$ cat src/dual_wiper_pkg.sv
/*
 * Constants, state encoding and carrier types shared by the two-wire target port.
 * It assumes that the target port module refers to every item with the package name in front.
 */
`default_nettype none
package dual_wiper_pkg;
    // Fixed upper nibble of the target address
    localparam logic [3:0] ADDR_FIXED = 4'hA;
    localparam logic [3:0] BITS_PER_BYTE = 4'h8;
    localparam logic [7:0] REG_WIPER_A = 8'h00;
    localparam logic [7:0] REG_WIPER_B = 8'h01;
    localparam logic [7:0] REG_ACR = 8'h10;
    // Midscale step: equal resistance on both sides
    localparam logic [7:0] WIPER_RESET = 8'h80;
    localparam logic [7:0] ACR_RESET = 8'h40;
    localparam logic [7:0] UNMAPPED_READ = 8'h00;
    localparam int ACR_VOL_BIT = 7;
    localparam int ACR_SHDN_BIT = 6;
    localparam int ACR_WIP_BIT = 5;

    typedef enum logic [2:0] {
        ST_IDLE,
        ST_ADDR,
        ST_ADDR_ACK,
        ST_WR_DATA,
        ST_WR_ACK,
        ST_RD_DATA,
        ST_RD_ACK,
        ST_IGNORE
    } port_state_type;

    typedef struct packed {
        logic scl;
        logic sda;
    } line_sample_type;

    typedef struct packed {
        logic [7:0] wiper_a;
        logic [7:0] wiper_b;
        logic [7:0] access_control_reg;
    } reg_file_type;
endpackage : dual_wiper_pkg
`default_nettype wire

$ cat src/dual_wiper_i2c_target_port.sv
/*
 * Two-wire target port of a dual 256-step potentiometer, with its wiper and access control registers.
 * It assumes that scl_in and sda_in are already synchronous to clk and that clk samples the bus many times
 * per bit; the board resolves sda from sda_oe with a pull-up.
 */
`timescale 1ns/1ps
`default_nettype none
module dual_wiper_i2c_target_port (
    input wire logic clk,
    input wire logic rst_n,
    input wire logic scl_in,
    input wire logic sda_in,
    output logic sda_out,
    output logic sda_oe,
    input wire logic addr_strap_bit0,
    input wire logic addr_strap_bit1,
    input wire logic addr_strap_bit2,
    input wire logic nonvolatile_write_pending,
    output logic [7:0] wiper_a,
    output logic [7:0] wiper_b,
    output logic volatile_only,
    output logic shutdown_n
);
    dual_wiper_pkg::port_state_type state_ff, nxt_state;
    dual_wiper_pkg::line_sample_type sample_ff, nxt_sample;
    dual_wiper_pkg::reg_file_type regs_ff, nxt_regs;
    logic [3:0] cnt_ff, nxt_cnt;
    logic [7:0] shift_ff, nxt_shift;
    logic [7:0] tx_ff, nxt_tx;
    logic [7:0] ptr_ff, nxt_ptr;
    logic rw_ff, nxt_rw;
    logic first_ff, nxt_first;
    logic sda_oe_ff, nxt_oe;
    logic sda_out_ff;
    logic scl_rise, scl_fall, start_det, stop_det, addr_match;
    logic [7:0] rd_byte;

    // Changes of data under a high clock are conditions, never data
    assign start_det = sample_ff.scl && scl_in && sample_ff.sda && !sda_in;
    assign stop_det = sample_ff.scl && scl_in && !sample_ff.sda && sda_in;
    assign scl_rise = !sample_ff.scl && scl_in;
    assign scl_fall = sample_ff.scl && !scl_in;
    // Fixed 1010 nibble excludes the all-zero general call address
    assign addr_match = (shift_ff[7:1] == {dual_wiper_pkg::ADDR_FIXED, addr_strap_bit2, addr_strap_bit1,
                                           addr_strap_bit0});

    always_comb begin
        unique case (ptr_ff)
            dual_wiper_pkg::REG_WIPER_A: rd_byte = regs_ff.wiper_a;
            dual_wiper_pkg::REG_WIPER_B: rd_byte = regs_ff.wiper_b;
            dual_wiper_pkg::REG_ACR: begin
                rd_byte = regs_ff.access_control_reg;
                rd_byte[dual_wiper_pkg::ACR_WIP_BIT] = nonvolatile_write_pending;
            end
            default: rd_byte = dual_wiper_pkg::UNMAPPED_READ;
        endcase
    end

    always_comb begin
        nxt_state = state_ff;
        nxt_sample = '{scl: scl_in, sda: sda_in};
        nxt_regs = regs_ff;
        nxt_cnt = cnt_ff;
        nxt_shift = shift_ff;
        nxt_tx = tx_ff;
        nxt_ptr = ptr_ff;
        nxt_rw = rw_ff;
        nxt_first = first_ff;
        nxt_oe = sda_oe_ff;
        if (stop_det) begin
            nxt_state = dual_wiper_pkg::ST_IDLE;
            nxt_oe = 1'b0;
        end else if (start_det) begin
            // Also a repeated start: a partial byte is simply dropped
            nxt_state = dual_wiper_pkg::ST_ADDR;
            nxt_cnt = 4'h0;
            nxt_oe = 1'b0;
        end else begin
            unique case (state_ff)
                dual_wiper_pkg::ST_IDLE, dual_wiper_pkg::ST_IGNORE: begin
                    nxt_oe = 1'b0;
                end
                dual_wiper_pkg::ST_ADDR, dual_wiper_pkg::ST_WR_DATA: begin
                    if (scl_rise) begin
                        nxt_shift = {shift_ff[6:0], sda_in};
                        nxt_cnt = cnt_ff + 4'h1;
                    end else if (scl_fall && cnt_ff == dual_wiper_pkg::BITS_PER_BYTE) begin
                        // Pull low on the falling edge so the line is settled before the ack high
                        if (state_ff == dual_wiper_pkg::ST_WR_DATA) begin
                            nxt_oe = 1'b1;
                            nxt_state = dual_wiper_pkg::ST_WR_ACK;
                        end else if (addr_match) begin
                            nxt_oe = 1'b1;
                            nxt_rw = shift_ff[0];
                            nxt_state = dual_wiper_pkg::ST_ADDR_ACK;
                        end else begin
                            nxt_state = dual_wiper_pkg::ST_IGNORE;
                        end
                    end
                end
                dual_wiper_pkg::ST_ADDR_ACK, dual_wiper_pkg::ST_RD_ACK: begin
                    if (scl_rise) begin
                        nxt_shift[0] = sda_in;
                    end else if (scl_fall) begin
                        nxt_oe = 1'b0;
                        nxt_cnt = 4'h0;
                        if (state_ff == dual_wiper_pkg::ST_ADDR_ACK && !rw_ff) begin
                            nxt_first = 1'b1;
                            nxt_state = dual_wiper_pkg::ST_WR_DATA;
                        end else if (state_ff == dual_wiper_pkg::ST_RD_ACK && shift_ff[0]) begin
                            // Master declined further data; wait for stop or start
                            nxt_state = dual_wiper_pkg::ST_IGNORE;
                        end else begin
                            nxt_tx = {rd_byte[6:0], 1'b0};
                            nxt_oe = !rd_byte[7];
                            nxt_ptr = ptr_ff + 8'h01;
                            nxt_state = dual_wiper_pkg::ST_RD_DATA;
                        end
                    end
                end
                dual_wiper_pkg::ST_WR_ACK: begin
                    if (scl_fall) begin
                        nxt_oe = 1'b0;
                        nxt_cnt = 4'h0;
                        nxt_state = dual_wiper_pkg::ST_WR_DATA;
                        // Byte takes effect only once its acknowledge clock has ended
                        if (first_ff) begin
                            nxt_ptr = shift_ff;
                            nxt_first = 1'b0;
                        end else begin
                            nxt_ptr = ptr_ff + 8'h01;
                            if (!nonvolatile_write_pending) begin
                                if (ptr_ff == dual_wiper_pkg::REG_WIPER_A) begin
                                    nxt_regs.wiper_a = shift_ff;
                                end
                                if (ptr_ff == dual_wiper_pkg::REG_WIPER_B) begin
                                    nxt_regs.wiper_b = shift_ff;
                                end
                                if (ptr_ff == dual_wiper_pkg::REG_ACR) begin
                                    nxt_regs.access_control_reg[dual_wiper_pkg::ACR_VOL_BIT] = shift_ff[dual_wiper_pkg::ACR_VOL_BIT];
                                    nxt_regs.access_control_reg[dual_wiper_pkg::ACR_SHDN_BIT] =
                                        shift_ff[dual_wiper_pkg::ACR_SHDN_BIT];
                                end
                            end
                        end
                    end
                end
                dual_wiper_pkg::ST_RD_DATA: begin
                    if (scl_rise) begin
                        nxt_cnt = cnt_ff + 4'h1;
                    end else if (scl_fall) begin
                        if (cnt_ff == dual_wiper_pkg::BITS_PER_BYTE) begin
                            nxt_oe = 1'b0;
                            nxt_state = dual_wiper_pkg::ST_RD_ACK;
                        end else begin
                            nxt_oe = !tx_ff[7];
                            nxt_tx = {tx_ff[6:0], 1'b0};
                        end
                    end
                end
                // All eight codes are states, so no default
            endcase
        end
    end

    always_ff @(posedge clk or negedge rst_n) begin
        if (!rst_n) begin
            state_ff <= dual_wiper_pkg::ST_IDLE;
            sample_ff <= '{scl: 1'b1, sda: 1'b1};
            regs_ff <= '{wiper_a: dual_wiper_pkg::WIPER_RESET, wiper_b: dual_wiper_pkg::WIPER_RESET,
                         access_control_reg: dual_wiper_pkg::ACR_RESET};
            cnt_ff <= 4'h0;
            shift_ff <= 8'h00;
            tx_ff <= 8'h00;
            ptr_ff <= 8'h00;
            rw_ff <= 1'b0;
            first_ff <= 1'b0;
            sda_oe_ff <= 1'b0;
            sda_out_ff <= 1'b0;
        end else begin
            state_ff <= nxt_state;
            sample_ff <= nxt_sample;
            regs_ff <= nxt_regs;
            cnt_ff <= nxt_cnt;
            shift_ff <= nxt_shift;
            tx_ff <= nxt_tx;
            ptr_ff <= nxt_ptr;
            rw_ff <= nxt_rw;
            first_ff <= nxt_first;
            sda_oe_ff <= nxt_oe;
            sda_out_ff <= 1'b0;
        end
    end

    assign sda_out = sda_out_ff;
    assign sda_oe = sda_oe_ff;
    assign wiper_a = regs_ff.wiper_a;
    assign wiper_b = regs_ff.wiper_b;
    assign volatile_only = regs_ff.access_control_reg[dual_wiper_pkg::ACR_VOL_BIT];
    assign shutdown_n = regs_ff.access_control_reg[dual_wiper_pkg::ACR_SHDN_BIT];
endmodule : dual_wiper_i2c_target_port
`default_nettype wire

$ cat config.mk
export PLATFORM = sky130hd
export DESIGN_NAME = dual_wiper_i2c_target_port
export DESIGN_NICKNAME = d
export VERILOG_FILES = /design/src/dual_wiper_pkg.sv /design/src/dual_wiper_i2c_target_port.sv
export SDC_FILE = /design/constraint.sdc
export NUM_CORES = 1
export LEC_CHECK = 0
export ABC_AREA = 1
export BUFFER_PORTS_ARGS = -buffer_cell sky130_fd_sc_hd__buf_2
export CAP_MARGIN = 25
export CORE_MARGIN = 5
export CORE_UTILIZATION = 50
export DETAILED_ROUTE_END_ITERATION = 10
export PLACE_DENSITY = 0.69
export SLEW_MARGIN = 20
export SYNTH_ARGS = -nofsm -noshare
export SYNTH_HDL_FRONTEND = slang
export SYNTH_SLANG_ARGS = --single-unit
$ cat constraint.sdc
create_clock -name clk -period 2.45 [get_ports clk]
set_clock_uncertainty 0.1 [all_clocks]
set_input_delay 0.3675 -clock clk [delete_from_list [all_inputs] [get_ports clk]]
set_output_delay 0.3675 -clock clk [all_outputs]
set_load 0.05 [all_outputs]
==> summary by stage <==
Critical path
Of all nets on the critical path, the largest fanout is 6. The worst setup path is of the flop to flop kind. STA puts the critical path data required time at 2560 ps. The kind of capture point of the worst setup path is a flop.

STA classifies the critical path startpoint as a flop. Data arrives at the worst endpoint at 2050 ps. The setup slack of the most critical reg-to-reg path is 510 ps.

Global route
The number of antenna violations at the first check in global routing is 0. Entering global routing, the biggest net connects 30 pins. The via count of the first global-routing pass is 2423.

The wire length of the first global-routing pass is 11370 um. For this run the aggregate overflow at the end of global routing stands at 0. The global routing usage summed across all routing layers is 18.84%.

Drt
The number of iterations in the first detailed-routing pass is 4. The number of DRC markers in iteration 0 is 128. The total detailed-routing wirelength is 6684 um. The routed wire length per instance is 13.24 um. Once detail routing completed, the nets flagged for antenna violations numbered 0.

The per-cell via count in the routed design is 5.091. The routed via count is 2571. In the routed design, unresolved DRC markers number 0.

Placed design
The detailed placement HPWL is 5186 um. The final RePlAce weighted congestion is 0.8880. During placement, the flow inserted port buffers numbering 26. The post-place instance area is 0.003197 mm2. In this run, placement finished with an instance count of 496. The worst-case setup slack after placement is 528.7 ps.

CTS
For the worst-skew pair, the clock arrives at the later sink with an insertion delay of 310 ps. The total clock sinks is 53. In this run the post-CTS setup repair buffer count came out at 0. The clock edge transition at the registers on the reported setup and hold paths is 100 ps. The number of levels the H-tree was split into is 2. The buffer type at the clock tree root is sky130_fd_sc_hd__clkbuf_8. The clock buffer count from CTS is 5. The worst-case clock buffer depth is 2. The clock tree from TritonCTS is yes.

Cells and area
The proportion of layout cells with a drive suffix above 1 is 14.42%. The area growth from synthesis to layout is 11.18%. The number of cells in the finished layout apart from fillers is 505. Measured on the finished design, the core utilization comes to 56.35%. In the final layout, the multi-input gates occupy 0.001403 mm2. The sequential cell area is 0.001333 mm2. The number of nets in the layout is 442. The number of antenna diodes in the final layout is 0. The total of fill cells in the finished design is 540. After routing the design area is 0.003297 mm2.

STA
Setup repair after global routing left no endpoint under its margin. The number of hold violations in the final report is 0. Once routing completed, OpenROAD measured the worst setup slack at 511.0 ps.

Setup violations remaining at the end of the flow were counted as 0. The fmax is 515.7 MHz. The transition time at the pin with the least slew margin is 595.8 ps.

The clock period minus final worst setup slack is 1939 ps. Dividing the final minimum period by the clock period gives 79.14%. The final max-slew violation count is 0. The post-route setup TNS is 0 ps. The worst pin sits at a relative slew slack of 60.28%. On the final layout, the worst hold slack is 61.28 ps.

Job
The tool flagged a number of max-cap violations equal to 0.

Yosys
Sequential cells were found to cover 44.94% of the synthesized design area. Synthesis produced a netlist with a net count of 409. The distinct cell type count after synthesis is 30. The number of cells produced by synthesis is 396. The number of synthesis warnings is 0.

Synthesis inferred 53 register bits. In this run the mean area of a mapped cell was 7.488 um2. The synthesized cell area is 0.002965 mm2.

Floorplanning
The floorplan step set the die height to 87.01 um. In this run the standard cell core region covers 0.005851 mm2. The die is 87.01 um wide. The floorplan has 28 rows. The starting utilization of the core area is 50.68%. The number of ports placed on the die boundary is 28. The die covers 0.007571 mm2.

Power
After layout, the design draws a total of 3.416 mW. The leakage power is 1.702 nW. The maximum vdd ir drop is 441.3 uV. Power spread over the standard cell area amounts to 1036 mW/mm2.

Hold path
The worst min-delay path category is input pin to flop.

Run status
The flow ran to the end, and the final reports show no timing, DRC or antenna violations.
==> flip-flops by register name, summed over array words and instances, names as in the netlist <==
name           cells
shutdown_n         1
state_ff           3
wiper_b            8
volatile_only      1
sda_oe             1
shift_ff           8
tx_ff              7
first_ff           1
ptr_ff             8
sample_ff          2
cnt_ff             4
wiper_a            8
rw_ff              1
==> layout make-up <==
cell class / instances / share of cell area, %
multi-input combinational: 287 / 42.54
sequential: 53 / 40.42
timing repair buffer: 32 / 5.768
inverter: 50 / 5.693
tap: 75 / 2.846
clock buffer: 5 / 2.087
clock inverter: 3 / 0.6452
==> kinds of logic after synthesis <==
kind of cell	count (synthesis)	synth area share [%]
AO/OA/AOI/OAI	68	12.83
XOR/XNOR	5	1.477
adder cells (fa/ha/maj)	5	2.110
buffers and inverters	56	7.764
flip-flops	53	44.94
multiplexers	2	0.6751
other	1	0.1265
AND/OR/NAND/NOR	206	30.08
==> worst paths after layout <==
kind / end / startpoint / cells after the start
worst max register to register: state_ff[2]$_DFFE_PN0P_ / state_ff[0]$_DFFE_PN0P_ / 9
worst max-delay path: state_ff[2]$_DFFE_PN0P_ / state_ff[0]$_DFFE_PN0P_ / 9
worst min-delay path: sample_ff[0]$_DFF_PN1_ / sda_in / 1
worst min register to register: tx_ff[2]$_DFFE_PN0P_ / tx_ff[2]$_DFFE_PN0P_ / 2
min in group asynchronous: wiper_b[4]$_DFFE_PN0P_ / rst_n / 2
max in group asynchronous: sample_ff[1]$_DFF_PN1_ / rst_n / 3
==> synthesized netlist by cell type (all sizes together) <==
master | instances | area, um2
inv | 50 | 187.7
dfrtp | 48 | 1201
ha | 5 | 62.56
xor2 | 4 | 35.03
clkbuf | 2 | 7.510
nand3 | 32 | 170.2
nor2 | 40 | 165.2
o211ai | 3 | 22.52
o21a | 1 | 7.510
a21oi | 17 | 85.08
nand3b | 2 | 15.01
nor4 | 1 | 21.27
dfstp | 5 | 131.4
o21ai | 47 | 265.3
nor3 | 6 | 41.29
xnor2 | 1 | 8.760
buf | 4 | 35.03
nand2 | 125 | 479.2
conb | 1 | 3.750
mux2i | 2 | 20.02
==> cells in the final DEF, fill, tap and decap left out, types with 3 or more instances in the layout <==
cell type	n
sky130_fd_sc_hd__buf_2	26
sky130_fd_sc_hd__nor2_1	38
sky130_fd_sc_hd__nand3_1	30
sky130_fd_sc_hd__xor2_1	4
sky130_fd_sc_hd__buf_4	4
sky130_fd_sc_hd__nand2_1	123
sky130_fd_sc_hd__dfstp_2	5
sky130_fd_sc_hd__clkbuf_8	5
sky130_fd_sc_hd__o21ai_0	28
sky130_fd_sc_hd__o21ai_2	8
sky130_fd_sc_hd__dfrtp_1	48
sky130_fd_sc_hd__o211ai_1	3
sky130_fd_sc_hd__ha_1	5
sky130_fd_sc_hd__a21oi_1	17
sky130_fd_sc_hd__inv_1	48
sky130_fd_sc_hd__o21ai_1	11
sky130_fd_sc_hd__nor3_1	5
==> layer usage <==
metal / global-route usage, % / routed length [um]
met3: 3.122 / 264
met2: 30.57 / 3002
met5: 0 / 0
met4: 4.958 / 82
met1: 26.11 / 3334
==> what timing repair did <==
action / 4_1_cts / 5_1_grt
hold buffers: 1 / 0
endpoints found under the hold margin: 24 / 0
endpoints found under the setup margin: 0 / 0
resized for setup: 0 / 0
==> worst max-delay path, cell delays in order (launching register included) <==
cell and delay (ps):
sky130_fd_sc_hd__dfrtp_1 460, sky130_fd_sc_hd__inv_1 170, sky130_fd_sc_hd__nor2_1 330, sky130_fd_sc_hd__inv_1 140, sky130_fd_sc_hd__nand3_1 100, sky130_fd_sc_hd__a21oi_1 60, sky130_fd_sc_hd__nor2_1 260, sky130_fd_sc_hd__inv_1 90
sky130_fd_sc_hd__nand2_1 70, sky130_fd_sc_hd__nand2_1 60
==> power by group <==
part | internal [mW] | switching [mW]
clock | 0.204 | 0.311
sequential | 1.12 | 0.263
combinational | 0.468 | 1.05
(Power assumes the default switching activity.)
